**config.mk**
```make
export PLATFORM = sky130hd
export DESIGN_NAME = csw_regs
export DESIGN_NICKNAME = d
export VERILOG_FILES = /design/src/rtl/csw_pkg.sv /design/src/rtl/csw_alarm_timer.sv /design/src/rtl/csw_regs.sv
export VERILOG_INCLUDE_DIRS = /design/src /design/src/rtl
export SDC_FILE = /design/constraint.sdc
export NUM_CORES = 1
export LEC_CHECK = 0
export ABC_CLOCK_PERIOD_IN_PS = 2900
export BUFFER_PORTS_ARGS = -buffer_cell sky130_fd_sc_hd__buf_2
export CAP_MARGIN = 20
export CORE_UTILIZATION = 60
export DETAILED_ROUTE_END_ITERATION = 10
export PLACE_DENSITY = 0.83
export SETUP_SLACK_MARGIN = 0.15
export SLEW_MARGIN = 20
export SYNTH_ARGS = -nofsm -noshare
export SYNTH_HDL_FRONTEND = slang
export SYNTH_HIERARCHICAL = 1
export SYNTH_SLANG_ARGS = --single-unit
```
**constraint.sdc**
```tcl
create_clock -name clk -period 2.9 [get_ports clk]
set_input_delay 0.58 -clock clk [delete_from_list [all_inputs] [get_ports clk]]
set_output_delay 0.58 -clock clk [all_outputs]
set_load 0.02 [all_outputs]
```
**src/rtl/csw_consts.svh**
```systemverilog
// Register offsets, field positions, reset values and timing counts
`ifndef CSW_CONSTS_SVH
`define CSW_CONSTS_SVH
`define CSW_OFS_NSTEP 8'h05
`define CSW_OFS_BCNT 8'h06
`define CSW_OFS_DEVID 8'h07
`define CSW_OFS_VREV 8'h08
`define CSW_OFS_WDCTL 8'h09
`define CSW_OFS_WDSFT 8'h0a
`define CSW_BIT_SIO 7
`define CSW_BIT_CPU_PROG 6
`define CSW_BIT_SRC_PROG 5
`define CSW_BIT_TEST 4
`define CSW_BIT_HARD_EN 7
`define CSW_BIT_SOFT_EN 6
`define CSW_BIT_HARD_FLAG 5
`define CSW_BIT_SOFT_FLAG 4
`define CSW_BIT_TBASE 3
`define CSW_RST_VSEL 3'h5
`define CSW_RST_BCNT 6'h08
`define CSW_RST_HCNT 3'h7
`define CSW_RST_SCNT 3'h7
`define CSW_RST_SAFE 5'h04
`define CSW_SHORT_BASE_MS 290
`define CSW_LONG_BASE_MS 1160
`define CSW_CLK_KHZ 25000
`endif

```
**src/rtl/csw_pkg.sv**
```systemverilog
// Types shared by the watchdog register bank
package csw_pkg;
   typedef struct packed
   {
      logic we;
      logic re;
      logic [7:0] addr;
      logic [7:0] wdata;
   } csw_req_t;
   typedef struct packed
   {
      logic cpu_prog_en;
      logic src_prog_en;
      logic test_sel;
      logic [2:0] vsel;
      logic [5:0] bcnt;
      logic hard_en;
      logic soft_en;
      logic tbase;
      logic [2:0] hcnt;
      logic [2:0] scnt;
      logic [4:0] safe;
   } csw_cfg_t;
endpackage

```
**src/rtl/csw_alarm_timer.sv**
```systemverilog
// One watchdog alarm timer with sticky expiry flag
`include "csw_consts.svh"
module csw_alarm_timer
   import csw_pkg::*;
#(
   parameter int unsigned SHORT_CYC = 7250000,
   parameter int unsigned LONG_CYC = 29000000
)
(
   input wire logic clk, // System clock
   input wire logic rst_n, // Async reset, active low
   input wire logic enable, // Timer runs while high
   input wire logic clear, // Reload and drop the flag
   input wire logic tbase, // Time base select
   input wire logic [2:0] limit, // Units before expiry
   output logic expired // Sticky expiry flag
);
   // Refuse time bases the tick counter cannot serve
   if (SHORT_CYC < 1 || LONG_CYC < SHORT_CYC)
   begin
      $error("csw_alarm_timer: bad time base counts");
   end
   typedef struct packed
   {
      logic [31:0] tick;
      logic [2:0] units;
      logic flag;
   } csw_tmr_t;
   csw_tmr_t st_reg, st_next;
   logic [31:0] base_cyc;
   assign base_cyc = tbase ? 32'(LONG_CYC) : 32'(SHORT_CYC);
   // Count units while enabled; the flag holds until cleared
   always_comb
   begin
      st_next = st_reg;
      if (clear || !enable)
      begin
         st_next.tick = 32'h0;
         st_next.units = 3'h0;
      end
      else if (st_reg.tick >= base_cyc - 32'h1)
      begin
         st_next.tick = 32'h0;
         if (st_reg.units != 3'h7)
            st_next.units = st_reg.units + 3'h1;
      end
      else
         st_next.tick = st_reg.tick + 32'h1;
      // A clear in the same cycle wins: the reload takes priority
      if (clear)
         st_next.flag = 1'b0;
      if (enable && !clear && st_reg.units >= limit)
         st_next.flag = 1'b1;
   end
   always_ff @(posedge clk or negedge rst_n)
   begin
      if (!rst_n)
         st_reg <= '0;
      else
         st_reg <= st_next;
   end
   assign expired = st_reg.flag;
endmodule

```
**src/rtl/csw_regs.sv**
```systemverilog
// Synthesizer control, identification and watchdog register bytes 5 to 10
`include "csw_consts.svh"
////////////////////////////////////////////////////////////////////////////////
// Behaviour
// - serial rate bit read-only, latched at power-up
// - CPU and SRC divider programming enables
// - test mode sends reference divided to outputs
// - three-bit IO voltage select, resets to 101
// - six-bit byte count, default eight
// - device identifier byte read-only
// - revision high nibble, vendor low nibble, read-only
// - hard enable starts; clear reloads, clears flag
// - soft enable bit gates soft timer
// - alarm flags read-only, one when expired
// - time base bit selects short or long
// - hard count bits, default seven units
// - soft count bits, default seven units
// - safe frequency field used on hard expiry
module csw_regs
   import csw_pkg::*;
#(
   parameter logic [7:0] DEVICE_ID = 8'h5a, // Arbitrary value
   parameter logic [3:0] REVISION = 4'h3, // Arbitrary value
   parameter logic [3:0] VENDOR = 4'h9, // Arbitrary value
   parameter int unsigned SHORT_CYC =
      `CSW_SHORT_BASE_MS * (`CSW_CLK_KHZ),
   parameter int unsigned LONG_CYC =
      `CSW_LONG_BASE_MS * (`CSW_CLK_KHZ)
)
(
   input wire logic clk, // System clock, 25 MHz
   input wire logic rst_n, // Async reset, active low
   input wire csw_req_t req, // Register byte access from the serial port
   input wire logic sio_strap, // Serial rate strap pin
   output logic [7:0] rdata, // Read data, valid cycle after re
   output csw_cfg_t cfg, // Programmed configuration
   output logic hard_alarm, // Hard alarm flag
   output logic soft_alarm, // Soft alarm flag
   output logic safe_switch // High while outputs use safe setting
);
   ////////////////////////////////////////////////////////////////////////////
   typedef struct packed
   {
      csw_cfg_t cfg;
      logic [2:0] strap_sync;
      logic [1:0] strap_fill;
      logic strap_done;
      logic sio_rate;
      logic [7:0] rdata;
      logic hard_clr;
      logic safe_sw;
   } csw_state_t;
   csw_state_t st_reg, st_next;
   logic hard_exp, soft_exp;
   // Refuse time bases the alarm timers cannot serve
   if (SHORT_CYC < 1 || LONG_CYC < SHORT_CYC)
   begin
      $error("csw_regs: bad time base counts");
   end
   ////////////////////////////////////////////////////////////////////////////
   // Timers
   csw_alarm_timer #(.SHORT_CYC(SHORT_CYC), .LONG_CYC(LONG_CYC)) u_hard
   (
      .clk(clk),
      .rst_n(rst_n),
      .enable(st_reg.cfg.hard_en),
      .clear(st_reg.hard_clr),
      .tbase(st_reg.cfg.tbase),
      .limit(st_reg.cfg.hcnt),
      .expired(hard_exp)
   );
   csw_alarm_timer #(.SHORT_CYC(SHORT_CYC), .LONG_CYC(LONG_CYC)) u_soft
   (
      .clk(clk),
      .rst_n(rst_n),
      .enable(st_reg.cfg.soft_en),
      .clear(1'b0),
      .tbase(st_reg.cfg.tbase),
      .limit(st_reg.cfg.scnt),
      .expired(soft_exp)
   );
   ////////////////////////////////////////////////////////////////////////////
   // Register writes, reads and strap capture
   always_comb
   begin
      st_next = st_reg;
      st_next.hard_clr = 1'b0;
      st_next.strap_sync = {st_reg.strap_sync[1:0], sio_strap};
      // Stages hold reset zeros at first; wait until all carry pin samples
      if (st_reg.strap_fill != 2'h3)
         st_next.strap_fill = st_reg.strap_fill + 2'h1;
      // Strap taken once the second and third stages agree, then frozen
      if (!st_reg.strap_done && st_reg.strap_fill == 2'h3 &&
         st_reg.strap_sync[1] == st_reg.strap_sync[2])
      begin
         st_next.sio_rate = st_reg.strap_sync[2];
         st_next.strap_done = 1'b1;
      end
      if (req.we)
      begin
         case (req.addr)
            `CSW_OFS_NSTEP:
            begin
               st_next.cfg.cpu_prog_en = req.wdata[`CSW_BIT_CPU_PROG];
               st_next.cfg.src_prog_en = req.wdata[`CSW_BIT_SRC_PROG];
               st_next.cfg.test_sel = req.wdata[`CSW_BIT_TEST];
               st_next.cfg.vsel = req.wdata[2:0];
            end
            `CSW_OFS_BCNT:
               st_next.cfg.bcnt = req.wdata[5:0];
            `CSW_OFS_WDCTL:
            begin
               st_next.cfg.hard_en = req.wdata[`CSW_BIT_HARD_EN];
               st_next.hard_clr = !req.wdata[`CSW_BIT_HARD_EN];
               st_next.cfg.soft_en = req.wdata[`CSW_BIT_SOFT_EN];
               st_next.cfg.tbase = req.wdata[`CSW_BIT_TBASE];
               st_next.cfg.hcnt = req.wdata[2:0];
            end
            `CSW_OFS_WDSFT:
            begin
               st_next.cfg.scnt = req.wdata[7:5];
               st_next.cfg.safe = req.wdata[4:0];
            end
            default:
               st_next.cfg = st_reg.cfg; // Identifier bytes ignore writes
         endcase
      end
      if (req.re)
      begin
         case (req.addr)
            `CSW_OFS_NSTEP:
               st_next.rdata = {st_reg.sio_rate, st_reg.cfg.cpu_prog_en,
                  st_reg.cfg.src_prog_en, st_reg.cfg.test_sel, 1'b0,
                  st_reg.cfg.vsel};
            `CSW_OFS_BCNT:
               st_next.rdata = {2'b00, st_reg.cfg.bcnt};
            `CSW_OFS_DEVID:
               st_next.rdata = DEVICE_ID;
            `CSW_OFS_VREV:
               st_next.rdata = {REVISION, VENDOR};
            `CSW_OFS_WDCTL:
               st_next.rdata = {st_reg.cfg.hard_en, st_reg.cfg.soft_en,
                  hard_exp, soft_exp, st_reg.cfg.tbase,
                  st_reg.cfg.hcnt};
            `CSW_OFS_WDSFT:
               st_next.rdata = {st_reg.cfg.scnt, st_reg.cfg.safe};
            default:
               st_next.rdata = 8'h00;
         endcase
      end
      // Safe setting engaged by hard expiry, released by its clear
      st_next.safe_sw = hard_exp;
   end
   always_ff @(posedge clk or negedge rst_n)
   begin
      if (!rst_n)
      begin
         st_reg <= '0;
         st_reg.cfg.vsel <= `CSW_RST_VSEL;
         st_reg.cfg.bcnt <= `CSW_RST_BCNT;
         st_reg.cfg.hcnt <= `CSW_RST_HCNT;
         st_reg.cfg.scnt <= `CSW_RST_SCNT;
         st_reg.cfg.safe <= `CSW_RST_SAFE;
      end
      else
         st_reg <= st_next;
   end
   ////////////////////////////////////////////////////////////////////////////
   // Outputs straight from flops
   assign rdata = st_reg.rdata;
   assign cfg = st_reg.cfg;
   assign hard_alarm = hard_exp;
   assign soft_alarm = soft_exp;
   assign safe_switch = st_reg.safe_sw;
   ////////////////////////////////////////////////////////////////////////////
   // Checks
   property p_idrd;
      @(posedge clk) disable iff (!rst_n)
      req.re && req.addr == `CSW_OFS_DEVID |=> rdata == DEVICE_ID;
   endproperty
   a_idrd: assert property (p_idrd) else $error("id read wrong");
   property p_vrev;
      @(posedge clk) disable iff (!rst_n)
      req.re && req.addr == `CSW_OFS_VREV |=> rdata == {REVISION, VENDOR};
   endproperty
   a_vrev: assert property (p_vrev) else $error("rev read wrong");
   property p_hclr;
      @(posedge clk) disable iff (!rst_n)
      req.we && req.addr == `CSW_OFS_WDCTL && !req.wdata[`CSW_BIT_HARD_EN]
      |=> ##1 !hard_alarm;
   endproperty
   a_hclr: assert property (p_hclr) else $error("hard not cleared");
   property p_soff;
      @(posedge clk) disable iff (!rst_n)
      !cfg.soft_en && !soft_alarm |=> !soft_alarm;
   endproperty
   a_soff: assert property (p_soff) else $error("soft set idle");
   property p_bcnt;
      @(posedge clk) disable iff (!rst_n)
      req.we && req.addr == `CSW_OFS_BCNT |=> cfg.bcnt == $past(req.wdata[5:0]);
   endproperty
   a_bcnt: assert property (p_bcnt) else $error("bcnt not stored");
   property p_wdrd;
      @(posedge clk) disable iff (!rst_n)
      req.re && req.addr == `CSW_OFS_WDCTL
      |=> rdata[`CSW_BIT_HARD_FLAG] == $past(hard_alarm);
   endproperty
   a_wdrd: assert property (p_wdrd) else $error("flag read wrong");
   property p_sticky;
      @(posedge clk) disable iff (!rst_n)
      soft_alarm |=> soft_alarm;
   endproperty
   a_sticky: assert property (p_sticky) else $error("soft dropped");
   property p_safe;
      @(posedge clk) disable iff (!rst_n)
      $rose(hard_alarm) |=> safe_switch;
   endproperty
   a_safe: assert property (p_safe) else $error("no safe switch");
   property p_nst;
      @(posedge clk) disable iff (!rst_n)
      req.we && req.addr == `CSW_OFS_NSTEP
      |=> cfg.test_sel == $past(req.wdata[`CSW_BIT_TEST]);
   endproperty
   a_nst: assert property (p_nst) else $error("test sel wrong");
   ////////////////////////////////////////////////////////////////////////////
   // Field stores: each write lands on cfg one cycle later
   property p_cpu;
      @(posedge clk) disable iff (!rst_n)
      req.we && req.addr == `CSW_OFS_NSTEP
      |=> cfg.cpu_prog_en == $past(req.wdata[`CSW_BIT_CPU_PROG]);
   endproperty
   a_cpu: assert property (p_cpu) else $error("cpu en wrong");
   property p_src;
      @(posedge clk) disable iff (!rst_n)
      req.we && req.addr == `CSW_OFS_NSTEP
      |=> cfg.src_prog_en == $past(req.wdata[`CSW_BIT_SRC_PROG]);
   endproperty
   a_src: assert property (p_src) else $error("src en wrong");
   property p_vsel;
      @(posedge clk) disable iff (!rst_n)
      req.we && req.addr == `CSW_OFS_NSTEP
      |=> cfg.vsel == $past(req.wdata[2:0]);
   endproperty
   a_vsel: assert property (p_vsel) else $error("vsel wrong");
   property p_hen;
      @(posedge clk) disable iff (!rst_n)
      req.we && req.addr == `CSW_OFS_WDCTL
      |=> cfg.hard_en == $past(req.wdata[`CSW_BIT_HARD_EN]);
   endproperty
   a_hen: assert property (p_hen) else $error("hard en wrong");
   property p_sen;
      @(posedge clk) disable iff (!rst_n)
      req.we && req.addr == `CSW_OFS_WDCTL
      |=> cfg.soft_en == $past(req.wdata[`CSW_BIT_SOFT_EN]);
   endproperty
   a_sen: assert property (p_sen) else $error("soft en wrong");
   property p_tb;
      @(posedge clk) disable iff (!rst_n)
      req.we && req.addr == `CSW_OFS_WDCTL
      |=> cfg.tbase == $past(req.wdata[`CSW_BIT_TBASE]);
   endproperty
   a_tb: assert property (p_tb) else $error("tbase wrong");
   property p_hcnt;
      @(posedge clk) disable iff (!rst_n)
      req.we && req.addr == `CSW_OFS_WDCTL
      |=> cfg.hcnt == $past(req.wdata[2:0]);
   endproperty
   a_hcnt: assert property (p_hcnt) else $error("hcnt wrong");
   property p_scnt;
      @(posedge clk) disable iff (!rst_n)
      req.we && req.addr == `CSW_OFS_WDSFT
      |=> cfg.scnt == $past(req.wdata[7:5]);
   endproperty
   a_scnt: assert property (p_scnt) else $error("scnt wrong");
   property p_sfq;
      @(posedge clk) disable iff (!rst_n)
      req.we && req.addr == `CSW_OFS_WDSFT
      |=> cfg.safe == $past(req.wdata[4:0]);
   endproperty
   a_sfq: assert property (p_sfq) else $error("safe wrong");
   ////////////////////////////////////////////////////////////////////////////
   // Read-only bytes and bits: writes must leave every field alone
   property p_idwr;
      @(posedge clk) disable iff (!rst_n)
      req.we && req.addr == `CSW_OFS_DEVID
      |=> $stable(cfg);
   endproperty
   a_idwr: assert property (p_idwr) else $error("id write took");
   property p_vrwr;
      @(posedge clk) disable iff (!rst_n)
      req.we && req.addr == `CSW_OFS_VREV
      |=> $stable(cfg);
   endproperty
   a_vrwr: assert property (p_vrwr) else $error("rev write took");
   property p_sioh;
      @(posedge clk) disable iff (!rst_n)
      st_reg.strap_done
      |=> $stable(st_reg.sio_rate);
   endproperty
   a_sioh: assert property (p_sioh) else $error("rate moved");
   ////////////////////////////////////////////////////////////////////////////
   // Readback: the byte shows the fields as they stood at the read
   property p_nsrd;
      @(posedge clk) disable iff (!rst_n)
      req.re && req.addr == `CSW_OFS_NSTEP
      |=> !rdata[3] && rdata[2:0] == $past(cfg.vsel);
   endproperty
   a_nsrd: assert property (p_nsrd) else $error("byte5 read");
   property p_bcrd;
      @(posedge clk) disable iff (!rst_n)
      req.re && req.addr == `CSW_OFS_BCNT
      |=> rdata == {2'b00, $past(cfg.bcnt)};
   endproperty
   a_bcrd: assert property (p_bcrd) else $error("bcnt read");
   property p_swrd;
      @(posedge clk) disable iff (!rst_n)
      req.re && req.addr == `CSW_OFS_WDCTL
      |=> rdata[`CSW_BIT_SOFT_FLAG] == $past(soft_alarm);
   endproperty
   a_swrd: assert property (p_swrd) else $error("soft read");
   property p_wdlo;
      @(posedge clk) disable iff (!rst_n)
      req.re && req.addr == `CSW_OFS_WDCTL
      |=> rdata[3:0] == $past({cfg.tbase, cfg.hcnt});
   endproperty
   a_wdlo: assert property (p_wdlo) else $error("byte9 read");
   property p_sfrd;
      @(posedge clk) disable iff (!rst_n)
      req.re && req.addr == `CSW_OFS_WDSFT
      |=> rdata == $past({cfg.scnt, cfg.safe});
   endproperty
   a_sfrd: assert property (p_sfrd) else $error("byte10 read");
   ////////////////////////////////////////////////////////////////////////////
   // Alarm behaviour: idle timers stay quiet, a set hard flag stays set until its clear
   property p_hoff;
      @(posedge clk) disable iff (!rst_n)
      !cfg.hard_en && !hard_alarm
      |=> !hard_alarm;
   endproperty
   a_hoff: assert property (p_hoff) else $error("hard set idle");
   property p_soff2;
      @(posedge clk) disable iff (!rst_n)
      !hard_alarm
      |=> !safe_switch;
   endproperty
   a_soff2: assert property (p_soff2) else $error("safe early");
   property p_hstk;
      @(posedge clk) disable iff (!rst_n)
      hard_alarm && !st_reg.hard_clr
      |=> hard_alarm;
   endproperty
   a_hstk: assert property (p_hstk) else $error("hard dropped");
endmodule

```
==> results of run 1 <==
## critical path: cells and delay by family, from the launching register on
family | cells | cell delay [ns]
AND/OR/NAND/NOR | 5 | 0.90
flip-flops | 1 | 0.46
buffers and inverters | 2 | 0.42
adder cells (fa/ha/maj) | 1 | 0.36
AO/OA/AOI/OAI | 1 | 0.27
## Yosys cell counts, types with 3 or more instances
library cell,count,share of area
dfstp_2,10,0.042
a211oi_1,3,0.0036
mux2_4,14,0.034
nor3_1,4,0.0032
and3b_1,5,0.0071
nor2_1,72,0.044
inv_1,27,0.016
nand4_1,9,0.0091
nand3_1,30,0.024
a21o_1,6,0.0073
buf_4,34,0.041
xnor2_1,20,0.028
a22o_1,10,0.014
a21oi_1,10,0.0081
a22oi_1,7,0.0085
a31oi_1,3,0.0030
and3_1,10,0.010
buf_6,6,0.011
xor2_1,29,0.041
ha_1,33,0.067
nand3_4,4,0.011
o22ai_1,9,0.0091
conb_1,3,0.0018
nor2b_1,5,0.0050
dfrtp_1,105,0.42
and4_1,3,0.0042
nor4_1,7,0.0071
buf_2,7,0.0056
clkbuf_1,3,0.0018
nand2_1,23,0.014
nand2b_1,5,0.0050
mux2_2,13,0.024
## layout by cell type, fill, tap and decap left out, drive strengths merged, types with 14 or more instances in the layout
| master | n |
|---|---|
| buf | 64 |
| clkbuf | 17 |
| conb | 14 |
| dfrtp | 105 |
| ha | 33 |
| inv | 38 |
| mux2 | 27 |
| nand2 | 23 |
| nand3 | 34 |
| nor2 | 73 |
| xnor2 | 20 |
| xor2 | 29 |
## repair_timing
action / in CTS / in global routing
gates resized for setup: 0 / 4
setup buffers: 0 / 0
setup endpoints to repair: 0 / 27
## power by group through the flow
stage / logic, mW / registers, mW / clock network (mW)
floorplan: 0.146 / 1.72 / 0
global placement: 0.233 / 1.71 / 0
detailed placement: 0.242 / 1.71 / 0
CTS: 0.248 / 1.68 / 2.01
global route: 0.269 / 1.69 / 2.08
finish: 0.247 / 1.69 / 1.99
## path summary, 6_finish.rpt
| check | to | slack (ns) | depth (start not counted) |
|---|---|---|---|
| min in group clk | st_next[15] | 0.17 | 1 |
| max in group asynchronous | cfg[2] | 2.13 | 2 |
| max reg2reg | u_hard/st_reg[11] | 0.37 | 9 |
| min | u_soft/st_reg[15] | -0.007 | 1 |
| max | u_hard/st_reg[11] | 0.37 | 9 |
| min reg2reg | st_next[16] | 0.36 | 0 |
## final cells by class
cell class / count / area (µm²) / area share
clock buffer: 17 / 414 / 0.0593
inverter: 27 / 101 / 0.0145
tap: 133 / 166 / 0.0238
sequential: 115 / 2890 / 0.414
multi-input combinational: 388 / 2890 / 0.413
clock inverter: 15 / 160 / 0.0229
timing repair buffer: 64 / 369 / 0.0528
## through the flow
stage / util / power (mW) / setup slack (ns) / hold slack [ns]
global route: 0.705 / 4.04 / 0.241 / 0.0179
finish: 0.705 / 3.92 / 0.371 / -0.00746
floorplan: - / 1.87 / 0.605 / 0.284
global placement: 0.646 / 1.94 / 0.342 / 0.339
detailed placement: 0.646 / 1.95 / 0.231 / 0.352
CTS: 0.704 / 3.95 / 0.171 / 0.00137
## metal layers
metal  global-route usage  vias to the layer above  wire length (µm)
met1                0.327                     2174              5670
met4               0.0908                        0               198
met2                0.428                      115              6480
li1                     -                     2036                 -
met5                    0                        -                 0
met3               0.0598                       19               564
## cell families (layout without fill, tap and decap cells)
group,count (synthesis),after routing
flops,115,115
compound gates,69,69
fa+ha+maj,33,33
buf+inv,78,123
xor+xnor,49,49
simple gates,196,196
mux,27,27
other cells,3,14
==> key figures, run 1 <==
Synth
  • Prevailing post-synth register cell: dfrtp_1
  • Mux share of post-synthesis cell area: 0.0575
  • Main combinational cell family by area after synthesis: simple AND/OR/NAND/NOR gates
  • Compound-Gate Fraction of Synth Area: 0.0845
  • Asr flop ratio synth: 1.00
  • Post-synthesis simple-gate area fraction: 0.178
  • Register area share after synthesis: 0.466
  • EDFF count, synth: 0
  • XOR/XNOR Fraction of Synth Area: 0.0692
  • Post-synthesis cell type count: 63
  • Yosys reg bits: around 120
  • Mapped cell area: approximately 6200 µm²
  • Adder-Cell Fraction of Synth Area: 0.0666
  • Avg Cell Area, Syn: between 10 and 15 µm²
  • Mapped Cells: 570
  • Synth Warn #: 6

Die
  • Core ar.: a little under 10000 µm²
  • Die H: approximately 100 µm
  • Starting Density: 0.626
  • I/O Pins: 58
  • Die area: 10700 µm²
  • FP Rows: 36
  • Die W: just over 100 µm

Clock network
  • Root buf cell: clkbuf_8
  • CTS Buf Count: 17
  • Clk Latency, worst-skew pair: about 0.5 ns
  • Max clock buf depth: 2
  • Sink Count: 115
  • Clk slew on worst S/H paths: around 0.06 ns
  • CTS tree: yes
  • Hold Buf Count CTS: 0
  • Htree depth: 4

Power and ir drop
  • Reg power frac: 0.430
  • VDD IR max: 0.000527 V
  • Clock power frac: 0.507
  • Int Pwr: roughly 2.9 mW
  • Cell Pwr Density: 561 nW/µm²
  • Switching Share: 0.273
  • Psw: roughly 1.1 mW
  • Leakage power: 3.26 nW
  • Combinational power share: 0.063

Cells and area
  • Number of inserted diodes: 0
  • Area delta synth->final: 12.7%
  • FILL cells: approximately 680
  • Nets: around 670
  • Layout cells sized above 1: 0.243
  • Non-filler cells, final: ~760
  • Cell area after layout: about 7000 µm²

Worst setup path
  • CP max FO: 26
  • CP Launch Type: register
  • Worst-path cell chain: inv_1 -> ha_1 -> nand3_1 -> nor4_2 -> nand4_1 -> o211ai_1 -> nor2b_4 -> buf_6 -> nor2_1
  • Crit-path slowest cell: dfrtp_2
  • Crit path arrival time: about 2.9 ns
  • Delay of the slowest critical-path stage: approximately 0.46 ns
  • Worst path required time: approximately 3.3 ns
  • CP startpoint: cfg[11]
  • RR Startpoint: cfg[11]
  • Setup crit end kind: register
  • WS Path Type: reg2reg

Timing
  • Max-slew violations: 0
  • Final Cycle Share: 0.872
  • Final hold slack: -0.00746 ns
  • Setup total negative slack: 0 ns
  • Fmax: 395 MHz
  • Worst clock skew: around 0.0055 ns
  • Final Hold Viols: 10
  • Worst rel slew slack: 0.557
  • RSZ-0062 raised after global routing: false
  • Final Setup Violations: 0
  • Tmin final: 2.53 ns
  • Slew @ Worst Pin: 0.661 ns

Routing
  • Drt first pass iters: 5
  • # DRC: 0
  • Routed Antenna Nets: 0
  • WL final: 12900 µm
  • Avg WL per Cell: ~17 µm
  • Initial drt markers: between 200 and 300
  • Routed vias: 4344
  • Via-to-Cell Ratio: about 5.7

Placed design
  • Port Buf Inserts: 57
  • Routability congestion estimate from global placement: 0.846
  • Placed cell area: 6400 µm²
  • Cells after DPL: 727
  • HPWL Detailed: 8610 µm

Run status
  • Status: finished, violations left
  • Violated checks: negative hold slack

GRT
  • Largest net degree at the start of global routing: 56
  • Total congestion overflow: 0
  • Vias in the first global route: ~4500
  • Initial antenna violation count: 0
  • Global-route usage over all layers: 0.256
  • First-pass GRT wire length: about 22000 µm

Hold path
  • Hold Path Class: in2async

Job
  • MaxCap Viol Count: 0
Power figures use the tool's default switching activity.
==> run 2: changes to the inputs <==
--- a/config.mk
+++ b/config.mk
@@ -7,7 +7,7 @@
 export NUM_CORES = 1
 export LEC_CHECK = 0
 export ABC_CLOCK_PERIOD_IN_PS = 2900
-export BUFFER_PORTS_ARGS = -buffer_cell sky130_fd_sc_hd__buf_2
+export BUFFER_PORTS_ARGS = -buffer_cell sky130_fd_sc_hd__clkbuf_2
 export CAP_MARGIN = 20
 export CORE_UTILIZATION = 60
 export DETAILED_ROUTE_END_ITERATION = 10
==> run 2 against run 1 <==
  * Clock skew shrank 0.00051 ns
  * The run now ends clean
  * Count of clock-buffer cells in the layout stayed put
  * Hold slack gained 0.023 ns
  * Combinational power barely moved
==> key figures, run 2 (synthesized netlist as in run 1, its figures left out) <==
Timing
  • Final Hold Viols: 0 (-10)
  • Fmax: 396 MHz (+0.17%)
  • Worst rel slew slack: 0.605 (+0.0479)
  • Setup total negative slack: 0 ns (unchanged)
  • Worst clock skew: 0.00495 ns (-0.000512 ns)
  • Slew @ Worst Pin: 0.590 ns (-0.0715 ns)
  • Tmin final: 2.52 ns (-0.00425 ns)
  • Final Setup Violations: 0 (unchanged)
  • Final Cycle Share: 0.870 (-0.00147)
  • RSZ-0062 raised after global routing: false
  • Setup WS post-layout: 0.376 ns (+0.00425 ns)
  • Max-slew violations: 0 (unchanged)

Cells and area
  • Non-filler cells, final: 761 (+0.26%)
  • Area delta synth->final: 12.8%
  • Nets: 669 (+0.30%)
  • Most frequent cells in the layout: 105 x dfrtp_1, 72 x nor2_1, 56 x clkbuf_2
  • Cell area after layout: 7000 µm² (+0.14%)
  • Layout cells sized above 1: 0.244 (+0.000819)
  • Number of inserted diodes: 0 (unchanged)
  • Commonest non-fill, non-tap cell in the layout: dfrtp_1

Worst setup path
  • CP max FO: 26 (unchanged)
  • Worst path required time: 3.30 ns (about the same)
  • Setup crit end kind: register
  • Crit path arrival time: 2.92 ns (about the same)
  • WS Path Type: reg2reg
  • CP Launch Type: register

Placed design
  • HPWL Detailed: 8800 µm (+2.2%)
  • Cells after DPL: 728 (+0.14%)
  • Routability congestion estimate from global placement: 0.865 (+2.2%)
  • Pre-CTS setup slack: 0.299 ns (+0.0689 ns)
  • Placed cell area: 6410 µm² (+0.12%)
  • Port Buf Inserts: 57 (unchanged)

Die
  • FP Rows: 36 (unchanged)
  • Starting Density: 0.626 (unchanged)
  • Core ar.: 9910 µm² (unchanged)
  • Die area: 10700 µm² (unchanged)
  • Die H: 104 µm (unchanged)
  • Die W: 104 µm (unchanged)
  • I/O Pins: 58 (unchanged)

GRT
  • First-pass GRT wire length: 21800 µm (+0.89%)
  • Total congestion overflow: 0 (unchanged)
  • Global-route usage over all layers: 0.257 (+0.00115)
  • Largest net degree at the start of global routing: 39 (-30%)
  • Vias in the first global route: 4394 (-1.6%)
  • Initial antenna violation count: 0 (unchanged)

Power and ir drop
  • Leakage power: 3.24 nW (-0.52%)
  • Cell Pwr Density: 556 nW/µm² (-0.86%)
  • VDD IR max: 0.000493 V (-6.4%)

Routing
  • # DRC: 0 (unchanged)
  • Avg WL per Cell: 16.9 µm (-0.66%)
  • Routed Antenna Nets: 0 (unchanged)
  • Via-to-Cell Ratio: 5.65 (-1.3%)
  • WL final: 12900 µm (-0.39%)
  • Drt first pass iters: 4 (-1)
  • Initial drt markers: 225 (-17%)
  • Routed vias: 4298 (-1.1%)

Clock network
  • Sink Count: 115 (unchanged)
  • Clk Latency, worst-skew pair: 0.51 ns (about the same)
  • Root buf cell: clkbuf_8
  • Hold Buf Count CTS: 0 (unchanged)
  • Htree depth: 4 (unchanged)
  • Clk slew on worst S/H paths: 0.06 ns (about the same)
  • Max clock buf depth: 2 (unchanged)
  • CTS tree: yes
  • CTS Buf Count: 17 (unchanged)

Job
  • MaxCap Viol Count: 0 (unchanged)

Run status
  • Status: completed

Hold path
  • Hold Path Class: in2async
==> run 2: cell types whose count changed in the layout (fill, tap and decap cells not counted), sizes merged <==
cell      delta
clkbuf      +56
clkinv       +1
bufinv       +1
inv          -3
buf         -54
clkinvlp     +1
==> run 2: stage by stage <==
step | hold slack (ns) | total power, mW | utilization
floorplan | 0.284 | 1.87 | -
global placement | 0.344 | 1.95 | 0.647
detailed placement | 0.348 | 1.96 | 0.647
CTS | 0.0133 | 3.91 | 0.703
global route | 0.0210 | 4.02 | 0.706
finish | 0.0153 | 3.89 | 0.706
==> run 2: final timing paths <==
kind	start	to	slack (ns)	cells after the start
setup reg to reg	cfg[11]	u_hard/st_reg[29]	0.38	9
setup / recovery	cfg[11]	u_hard/st_reg[29]	0.38	9
hold reg to reg	st_next[15]	st_next[16]	0.36	0
max in group asynchronous	rst_n	cfg[6]	2.14	2
min in group clk	sio_strap	st_next[15]	0.17	1
hold / removal	rst_n	u_soft/st_reg[10]	0.02	1
==> run 2: final cells by class <==
| cell class | instances | area (µm²) |
|---|---|---|
| clock buffer | 17 | 414 |
| clock inverter | 15 | 145 |
| fill | 669 | 2910 |
| inverter | 27 | 101 |
| multi-input combinational | 388 | 2890 |
| sequential | 115 | 2890 |
| tap | 133 | 166 |
| timing repair buffer | 66 | 397 |
==> run 2: timing repair <==
action	in CTS	in global routing
buffers inserted	0	1
setup endpoints to repair	0	41
gates resized for setup	0	2
==> run 2: power breakdown <==
group | internal (mW) | total [mW] | switching (mW)
combinational | 0.0884 | 0.245 | 0.156
clock | 1.16 | 1.96 | 0.803
sequential | 1.65 | 1.69 | 0.0346
total | 2.90 | 3.89 | 0.994
==> run 2: worst max-delay path, stage by stage (launching register included) <==
cell      delay (ns)
dfrtp_1         0.49
inv_1           0.23
ha_1            0.35
nand3_1         0.11
nor4_2          0.29
nand4_1         0.13
o211ai_1        0.25
nor2b_4         0.23
buf_6           0.23
nor2_1          0.08
==> run 2: metal layers <==
metal | wire length [µm] | vias to the layer above | share of wire | track usage
met5 | 0 | - | 0 | 0
met4 | 199 | 0 | 0.015 | 0.0786
met3 | 500 | 19 | 0.039 | 0.0692
met2 | 6530 | 101 | 0.51 | 0.425
met1 | 5640 | 2136 | 0.44 | 0.333
li1 | - | 2042 | - | -
